`src/dvr_map.vh`:
```
// Register offsets, field positions, reset values and gain codes of the volume ramp block
`ifndef DVR_MAP_VH
`define DVR_MAP_VH

// Register offsets on the control port
`define DVR_OFF_DSP_CTRL        8'h46
`define DVR_OFF_GAIN_LEVEL      8'h4c
`define DVR_OFF_APPLIED_GAIN    8'h4d
`define DVR_OFF_NORMAL_RAMP     8'h4e
`define DVR_OFF_EMERG_RAMP      8'h4f

// Reset values
`define DVR_RST_DSP_CTRL        8'h01
`define DVR_RST_GAIN_LEVEL      8'h30
`define DVR_RST_NORMAL_RAMP     8'h33
`define DVR_RST_EMERG_RAMP      8'h30
`define DVR_RST_DSP_RSV         3'h0
`define DVR_RST_DSP_RATE        2'h0
`define DVR_RST_DSP_ROM         1'b1

// Field positions, processing and coefficient control
`define DVR_DSP_RSV_HI          7
`define DVR_DSP_RSV_LO          5
`define DVR_DSP_RATE_HI         4
`define DVR_DSP_RATE_LO         3
`define DVR_DSP_ROM_BIT         0

// Field positions, ramp configuration registers
`define DVR_DOWN_RATE_HI        7
`define DVR_DOWN_RATE_LO        6
`define DVR_DOWN_INC_HI         5
`define DVR_DOWN_INC_LO         4
`define DVR_UP_RATE_HI          3
`define DVR_UP_RATE_LO          2
`define DVR_UP_INC_HI           1
`define DVR_UP_INC_LO           0
`define DVR_EMERG_RSV_HI        3
`define DVR_EMERG_RSV_LO        0

// Gain codes and arithmetic
`define DVR_CODE_UNITY          8'h30
`define DVR_CODE_MUTE           8'hff
`define DVR_UNITY_HALF_DB       9'h030

// Rate codes
`define DVR_RATE_EVERY1         2'h0
`define DVR_RATE_EVERY2         2'h1
`define DVR_RATE_EVERY4         2'h2
`define DVR_RATE_INSTANT        2'h3

// Sample ticks minus one between updates
`define DVR_PACE_LAST1          2'h0
`define DVR_PACE_LAST2          2'h1
`define DVR_PACE_LAST4          2'h3

// Step sizes in half-dB codes per update
`define DVR_STEP_4DB            8'h08
`define DVR_STEP_2DB            8'h04
`define DVR_STEP_1DB            8'h02
`define DVR_STEP_HALF_DB        8'h01

`endif

```
`src/dvr_pace.v`:
```
// Sample-period pacing counter for the volume ramp updates
`timescale 1ns/10ps
`default_nettype none
`include "dvr_map.vh"

module dvr_pace (
    // Clock, reset and enable
    input  wire       sys_clk,
    input  wire       nrst,
    input  wire       clk_en,
    // Sample period strobe
    input  wire       sample_tick,
    // Pacing control
    input  wire       run,
    input  wire       dir_down,
    input  wire [1:0] rate,
    // Update request
    output wire       update
);

    reg  [1:0] tick_cnt;     // Sample ticks seen since the last update
    reg        last_dir;     // Direction of the ramp being paced
    reg  [1:0] last_cnt;     // Count that completes one update period
    wire       restart;      // Start a fresh period

    // Period length from the rate code
    always @* begin
        case (rate)
            `DVR_RATE_EVERY1: last_cnt = `DVR_PACE_LAST1;
            `DVR_RATE_EVERY2: last_cnt = `DVR_PACE_LAST2;
            `DVR_RATE_EVERY4: last_cnt = `DVR_PACE_LAST4;
            default:          last_cnt = `DVR_PACE_LAST1;
        endcase
    end

    // A direction change starts the period over so a reversal is paced cleanly
    assign restart = !run || (dir_down != last_dir);
    assign update  = run && !restart && sample_tick && (tick_cnt == last_cnt);

    // Tick counter, cleared when idle or on reversal
    always @(posedge sys_clk) begin
        if (!nrst) begin
            tick_cnt <= 2'h0;
            last_dir <= 1'b0;
        end else if (clk_en) begin
            last_dir <= dir_down;
            if (restart || update) begin
                tick_cnt <= 2'h0;
            end else if (sample_tick) begin
                tick_cnt <= tick_cnt + 2'h1;
            end
        end
    end

endmodule
`default_nettype wire

```
`src/dvr_volume_ctrl.v`:
```
// Stereo digital volume ramp controller with its control registers
`timescale 1ns/10ps
`default_nettype none
`include "dvr_map.vh"

module dvr_volume_ctrl (
    // Clock, reset and enable
    input  wire       sys_clk,
    input  wire       nrst,
    input  wire       clk_en,
    // Register access port
    input  wire [7:0] reg_addr,
    input  wire [7:0] reg_wdata,
    input  wire       reg_wr,
    input  wire       reg_rd,
    output reg  [7:0] reg_rdata,
    // Sample period strobe and fault request
    input  wire       sample_tick,
    input  wire       emergency_req,
    // Gain applied to the channels
    output reg  [7:0] gain_code_left,
    output reg  [7:0] gain_code_right,
    output reg  [8:0] gain_half_db,
    output reg        output_muted,
    output reg        ramp_busy,
    // DSP control fields
    output reg  [1:0] processing_rate_select,
    output reg        rom_coefficient_select
);

    // Step size in codes for an increment code
    function [7:0] step_codes;
        input [1:0] inc;
        begin
            case (inc)
                2'h0:    step_codes = `DVR_STEP_4DB;
                2'h1:    step_codes = `DVR_STEP_2DB;
                2'h2:    step_codes = `DVR_STEP_1DB;
                default: step_codes = `DVR_STEP_HALF_DB;
            endcase
        end
    endfunction

    // Software registers
    reg  [7:0] channel_gain_level;     // Programmed target gain code
    reg  [7:0] normal_ramp_config;     // Normal ramp rates and steps
    reg  [7:0] emergency_ramp_config;  // Emergency ramp rate and step
    reg  [2:0] dsp_reserved;           // Writable reserved bits of the DSP control
    reg  [1:0] rate_field;             // Processing rate field
    reg        rom_field;              // Coefficient source bit

    // Ramp state
    reg  [7:0] applied;                // Gain code now applied
    reg  [7:0] next_applied;           // Gain code after this cycle
    reg  [7:0] target;                 // Where the ramp heads
    reg  [1:0] down_ramp_rate;         // Active down rate code
    reg  [1:0] down_ramp_increment;    // Active down step code
    reg  [8:0] sum_down;               // Widened sum for a down step
    reg  [8:0] diff_up;                // Widened difference for an up step
    reg  [7:0] next_rdata;             // Read data before registering
    wire [1:0] up_ramp_rate;           // Normal up rate code
    wire [1:0] up_ramp_increment;      // Normal up step code
    wire       dir_down;               // Target is quieter than applied
    wire       dir_up;                 // Target is louder than applied
    wire [1:0] pace_rate;              // Rate of the ramp in progress
    wire       pace_run;               // Paced ramp in progress
    wire       pace_update;            // One paced update due

    assign up_ramp_rate      = normal_ramp_config[`DVR_UP_RATE_HI:`DVR_UP_RATE_LO];
    assign up_ramp_increment = normal_ramp_config[`DVR_UP_INC_HI:`DVR_UP_INC_LO];

    // Select the ramp profile; a fault request forces a mute target
    always @* begin
        if (emergency_req) begin
            target              = `DVR_CODE_MUTE;
            down_ramp_rate      = emergency_ramp_config[`DVR_DOWN_RATE_HI:`DVR_DOWN_RATE_LO];
            down_ramp_increment = emergency_ramp_config[`DVR_DOWN_INC_HI:`DVR_DOWN_INC_LO];
        end else begin
            target              = channel_gain_level;
            down_ramp_rate      = normal_ramp_config[`DVR_DOWN_RATE_HI:`DVR_DOWN_RATE_LO];
            down_ramp_increment = normal_ramp_config[`DVR_DOWN_INC_HI:`DVR_DOWN_INC_LO];
        end
    end

    // Higher code means lower gain
    assign dir_down  = (target > applied);
    assign dir_up    = (target < applied);
    assign pace_rate = dir_down ? down_ramp_rate : up_ramp_rate;
    assign pace_run  = (dir_down || dir_up) && (pace_rate != `DVR_RATE_INSTANT);

    // Sample-period pacing of the updates
    dvr_pace u_pace (
        .sys_clk     (sys_clk),
        .nrst        (nrst),
        .clk_en      (clk_en),
        .sample_tick (sample_tick),
        .run         (pace_run),
        .dir_down    (dir_down),
        .rate        (pace_rate),
        .update      (pace_update)
    );

    // Next applied gain: instant moves, paced steps, clamp at the target
    always @* begin
        next_applied = applied;
        sum_down     = {1'b0, applied} + {1'b0, step_codes(down_ramp_increment)};
        diff_up      = {1'b0, applied} - {1'b0, step_codes(up_ramp_increment)};
        if (dir_down) begin
            if (down_ramp_rate == `DVR_RATE_INSTANT) begin
                next_applied = target;
            end else if (pace_update) begin
                if (sum_down >= {1'b0, target}) begin
                    next_applied = target;
                end else begin
                    next_applied = sum_down[7:0];
                end
            end
        end else if (dir_up) begin
            if (up_ramp_rate == `DVR_RATE_INSTANT) begin
                next_applied = target;
            end else if (pace_update) begin
                if (diff_up[8] || (diff_up[7:0] <= target)) begin
                    next_applied = target;
                end else begin
                    next_applied = diff_up[7:0];
                end
            end
        end
    end

    // Applied gain and the outputs derived from it
    always @(posedge sys_clk) begin
        if (!nrst) begin
            applied         <= `DVR_RST_GAIN_LEVEL;
            gain_code_left  <= `DVR_RST_GAIN_LEVEL;
            gain_code_right <= `DVR_RST_GAIN_LEVEL;
            gain_half_db    <= 9'h000;
            output_muted    <= 1'b0;
            ramp_busy       <= 1'b0;
        end else if (clk_en) begin
            applied         <= next_applied;
            gain_code_left  <= next_applied;
            gain_code_right <= next_applied;
            // Gain in signed half-dB, unity code reads zero
            gain_half_db    <= `DVR_UNITY_HALF_DB - {1'b0, next_applied};
            output_muted    <= (next_applied == `DVR_CODE_MUTE);
            ramp_busy       <= (next_applied != target);
        end
    end

    // Register writes; unmapped addresses are ignored
    always @(posedge sys_clk) begin
        if (!nrst) begin
            channel_gain_level    <= `DVR_RST_GAIN_LEVEL;
            normal_ramp_config    <= `DVR_RST_NORMAL_RAMP;
            emergency_ramp_config <= `DVR_RST_EMERG_RAMP;
            dsp_reserved          <= `DVR_RST_DSP_RSV;
            rate_field            <= `DVR_RST_DSP_RATE;
            rom_field             <= `DVR_RST_DSP_ROM;
        end else if (clk_en && reg_wr) begin
            case (reg_addr)
                `DVR_OFF_GAIN_LEVEL:  channel_gain_level    <= reg_wdata;
                `DVR_OFF_NORMAL_RAMP: normal_ramp_config    <= reg_wdata;
                `DVR_OFF_EMERG_RAMP:  emergency_ramp_config <= reg_wdata;
                `DVR_OFF_DSP_CTRL: begin
                    dsp_reserved <= reg_wdata[`DVR_DSP_RSV_HI:`DVR_DSP_RSV_LO];
                    rate_field   <= reg_wdata[`DVR_DSP_RATE_HI:`DVR_DSP_RATE_LO];
                    rom_field    <= reg_wdata[`DVR_DSP_ROM_BIT];
                end
                default: begin
                    // Writes elsewhere have no effect
                end
            endcase
        end
    end

    // DSP control outputs follow their fields one cycle later
    always @(posedge sys_clk) begin
        if (!nrst) begin
            processing_rate_select <= `DVR_RST_DSP_RATE;
            rom_coefficient_select <= `DVR_RST_DSP_ROM;
        end else if (clk_en) begin
            processing_rate_select <= rate_field;
            rom_coefficient_select <= rom_field;
        end
    end

    // Read multiplexer; read-only reserved bits and unmapped reads give zero
    always @* begin
        case (reg_addr)
            `DVR_OFF_GAIN_LEVEL:   next_rdata = channel_gain_level;
            `DVR_OFF_APPLIED_GAIN: next_rdata = applied;
            `DVR_OFF_NORMAL_RAMP:  next_rdata = normal_ramp_config;
            `DVR_OFF_EMERG_RAMP:   next_rdata = emergency_ramp_config;
            `DVR_OFF_DSP_CTRL:     next_rdata = {dsp_reserved, rate_field, 2'h0, rom_field};
            default:               next_rdata = 8'h00;
        endcase
    end

    // Read data register, updated on a read strobe
    always @(posedge sys_clk) begin
        if (!nrst) begin
            reg_rdata <= 8'h00;
        end else if (clk_en && reg_rd) begin
            reg_rdata <= next_rdata;
        end
    end

endmodule
`default_nettype wire

```
`config.mk`:
```
export PLATFORM = sky130hd
export DESIGN_NAME = dvr_volume_ctrl
export DESIGN_NICKNAME = d
export VERILOG_FILES = /design/src/dvr_pace.v /design/src/dvr_volume_ctrl.v
export VERILOG_INCLUDE_DIRS = /design/src
export SDC_FILE = /design/constraint.sdc
export NUM_CORES = 1
export LEC_CHECK = 0
export BUFFER_PORTS_ARGS = -buffer_cell sky130_fd_sc_hd__buf_2
export CAP_MARGIN = 25
export CORE_MARGIN = 1
export CORE_UTILIZATION = 41
export DETAILED_ROUTE_END_ITERATION = 10
export HOLD_SLACK_MARGIN = 0.05
export PLACE_DENSITY = 0.72
export SYNTH_ARGS = -nofsm -noshare
export SYNTH_HDL_FRONTEND = slang
export SYNTH_HIERARCHICAL = 1
export SYNTH_SLANG_ARGS = --single-unit
```
`constraint.sdc`:
```
create_clock -name sys_clk -period 9.75 [get_ports sys_clk]
set_input_delay 0.975 -clock sys_clk [delete_from_list [all_inputs] [get_ports sys_clk]]
set_output_delay 0.975 -clock sys_clk [all_outputs]
set_load 0.03 [all_outputs]
```
==> results_dict.tcl <==
set metrics [dict create \
    status "completed" \
    path_max_fanout 21 \
    dieHeight_um 110.9 \
    switching_share 0.3845 \
    power.internal_mw 0.6047 \
    syn-cell-area_um2 4861 \
    row_count 39 \
    min_period_ps 7338 \
    regArea_um2 1241 \
    fin_skew_ps 8.986 \
    ys.flop_type "dfxtp_1" \
    r2r-end "gain_half_db[7]$_SDFFE_PN0P_" \
    yosysSeqAreaShare 0.2553 \
    clk_latency_ps 340 \
    io_buffers 60 \
    synth_edf_count 0 \
    most-common-layout-cells "nor2_1 (75), dfxtp_1 (62), buf_2 (60)" \
    ios 61 \
    grt_overflow 0 \
    min_from "reg_rdata[2]$_SDFFE_PN0P_" \
    clkTransAtPathRegs_ps 60 \
    crit_end "gain_half_db[7]$_SDFFE_PN0P_" \
    drive_gt1_frac 0.1820 \
    leakagePower_nw 2.419 \
    max_freq_mhz 136.3 \
    p_switching_mw 0.3778 \
    initial_utilization 0.4239 \
    syn2layout_area_growth_pct 13.18 \
    hp-class "reg2reg" \
    crit_start "emergency_req" \
    cts_buffers 9 \
    maxCapViolCount 0 \
    pwr-share-comb 0.371 \
    grt_antenna_before_repair 0 \
    dpl.hpwl_um 11870 \
    grtUsageTotal 0.2590 \
    globalplace.congestion 0.9544 \
    ir_drop_mv 0.1448 \
    synth_nets 649 \
    fin_hold_ws_ps 453.9 \
    grt_pass1_wl_um 24700 \
    rr_worst_depth 22 \
    end_kind "flip-flop" \
    setup-violations-final 0 \
    n_antenna_cell 0 \
    worst-path-buf-inv 4 \
    fp.coreArea_um2 11470 \
    drtPass1Iterations 5 \
    multi_input_area_um2 3326 \
    pwr-share-clk 0.336 \
    slew_headroom 0.3529 \
    drc 0 \
    die_w_um 110.9 \
    final_nets 685 \
    r2r_start "applied[4]$_SDFFE_PN1P_" \
    cp.depth 24 \
    setup_tns_ps 0 \
    cts.path.max_buffers 2 \
    clock-sinks 62 \
    vias_per_cell 6.025 \
    cts_hold_buffers 0 \
    grt_max_degree 39 \
    cts.repair.resized 0 \
    p_seq_frac 0.293 \
    die_area_um2 12300 \
    power.density_nw_per_um2 178.6 \
    synth_cells 591 \
    cp.arrival_ps 7590 \
    ant_nets 0 \
    root_buffer "clkbuf_16" \
    ys_types 72 \
    rsz0062_at_grt "false" \
    syn_avg_cell_area_um2 8.225 \
    synth-seq-cells 62 \
    num-fill-cells 1075 \
    r2r_slack_ps 2530 \
    layout_commonest_cell "nor2_1" \
    crit_type "in2reg" \
    totalWireLength_um 15620 \
    worst_slew_pin_slew_ps 967.0 \
    yosys_warnings 6 \
    cpMostUsedCell "nor2_1" \
    crit_chain "buf_2, nor2_1, inv_1, ha_1, o211ai_1, a21o_1, a21oi_1, nor2_1, a21oi_1, inv_1, ha_1, xnor2_1, nor2_1, and4_1, clkinv_1, a311oi_1, mux2i_1, a2111oi_0, a311oi_1, nor3_1, nor2_1, a21boi_2, o311a_1, a21oi_1" \
    drv_slew 0 \
    slowest_delay_ps 730 \
    start_kind "primary input" \
    drt_first_iter_violations 504 \
    tritoncts "done" \
    vias 4669 \
    slowest_stage "a21oi_1" \
    grt_pass1_vias 4532 \
    crit_family "compound AO/OA/AOI/OAI gates" \
    finalHoldViolCount 0 \
    cts_max_level 3 \
    crit_required_ps 10010 \
    post-route-period-util 0.7526 \
    async_flop_share 0 \
    wl_per_cell_um 20.16 \
    cts_setup_buffers 0 \
]
## per-stage QoR
step,util,setup slack (ps),power [mW],cell area [um^2],std cells
4_1_cts,0.4798,2551,0.9794,5502,775
3_5_place_dp,0.4529,2217,0.6507,5194,759
5_1_grt,0.4798,1818,1.028,5502,775
6_report,0.4798,2412,0.9825,5502,775
3_3_place_gp,0.4512,2477,0.6485,5174,758
2_1_floorplan,-,3738,0.5570,4861,591
## worst register-to-register path, delay by kind of cell, from the launching register on
kind | cells | cell delay [ps]
mux | 1 | 120
flops | 1 | 690
simple gates | 6 | 1640
compound gates | 9 | 2790
xor+xnor | 1 | 140
fa+ha+maj | 2 | 760
buf+inv | 3 | 1000
## cells by family after synthesis
kind of cell,after synthesis,synth area share
AND/OR/NAND/NOR,213,0.2126
buffers and inverters,67,0.06049
flip-flops,62,0.2553
AO/OA/AOI/OAI,141,0.2118
adder cells (fa/ha/maj),35,0.09318
XOR/XNOR,21,0.03784
multiplexers,52,0.1287
## layout make-up
class                      count  share of cell area
sequential                    62              0.2256
tap                          143             0.03252
clock buffer                  10             0.04344
timing repair buffer          64             0.06232
inverter                      28             0.01910
clock inverter                 6             0.01251
multi-input combinational    462              0.6045
## Yosys cell counts (all sizes together), types with 6 or more instances
library cell  instances  share of area
mux4                  8          0.038
or2                   9          0.012
a21o                  6         0.0093
clkbuf               27          0.021
nor3                 15          0.015
nand2                44          0.034
a21oi                33          0.035
inv                  23          0.018
nor2                 75          0.058
o211ai                8          0.012
a211oi               12          0.021
ha                   33          0.085
and2                  7         0.0090
buf                  12          0.018
o21ai                23          0.025
mux2i                43          0.089
nor2b                 6         0.0077
a221oi               14          0.027
and3                  6         0.0082
nand3                17          0.018
xnor2                17          0.031
dfxtp                62           0.26
a211o                 6          0.011
nand2b               10          0.013
## metal layers
| metal | GRT usage | share of wire | vias up |
|---|---|---|---|
| met2 | 0.4083 | 0.46 | 200 |
| met3 | 0.06944 | 0.087 | 26 |
| met5 | 0 | 0 | - |
| met1 | 0.3353 | 0.43 | 2214 |
| met4 | 0.1022 | 0.022 | 0 |
| li1 | - | - | 2229 |
## flip-flops by register name, summed over array words and instances, names as in the netlist, 2 cells and up
signal	flops
u_pace/tick_cnt	2
dsp_reserved	3
applied	7
normal_ramp_config	8
emergency_ramp_config	8
channel_gain_level	8
gain_half_db	9
processing_rate_select	2
reg_rdata	8
rate_field	2
## worst min path at each step
stage	endpoint	slack, ps	depth (start not counted)
2_1_floorplan	emergency_ramp_config[0]$_SDFFE_PN0P_	450	2
5_1_grt	reg_rdata[2]$_SDFFE_PN0P_	470	2
3_5_place_dp	reg_rdata[2]$_SDFFE_PN0P_	450	2
3_3_place_gp	reg_rdata[2]$_SDFFE_PN0P_	440	2
6_report	reg_rdata[2]$_SDFFE_PN0P_	450	2
4_1_cts	reg_rdata[2]$_SDFFE_PN0P_	450	2
## power by group through the flow
stage	Clock (mW)	Combinational [mW]	Sequential, mW
3_3_place_gp	0	0.357	0.292
3_5_place_dp	0	0.358	0.293
6_report	0.330	0.365	0.288
2_1_floorplan	0	0.242	0.315
4_1_cts	0.332	0.360	0.287
5_1_grt	0.343	0.396	0.289
(Power assumes the default switching activity.)
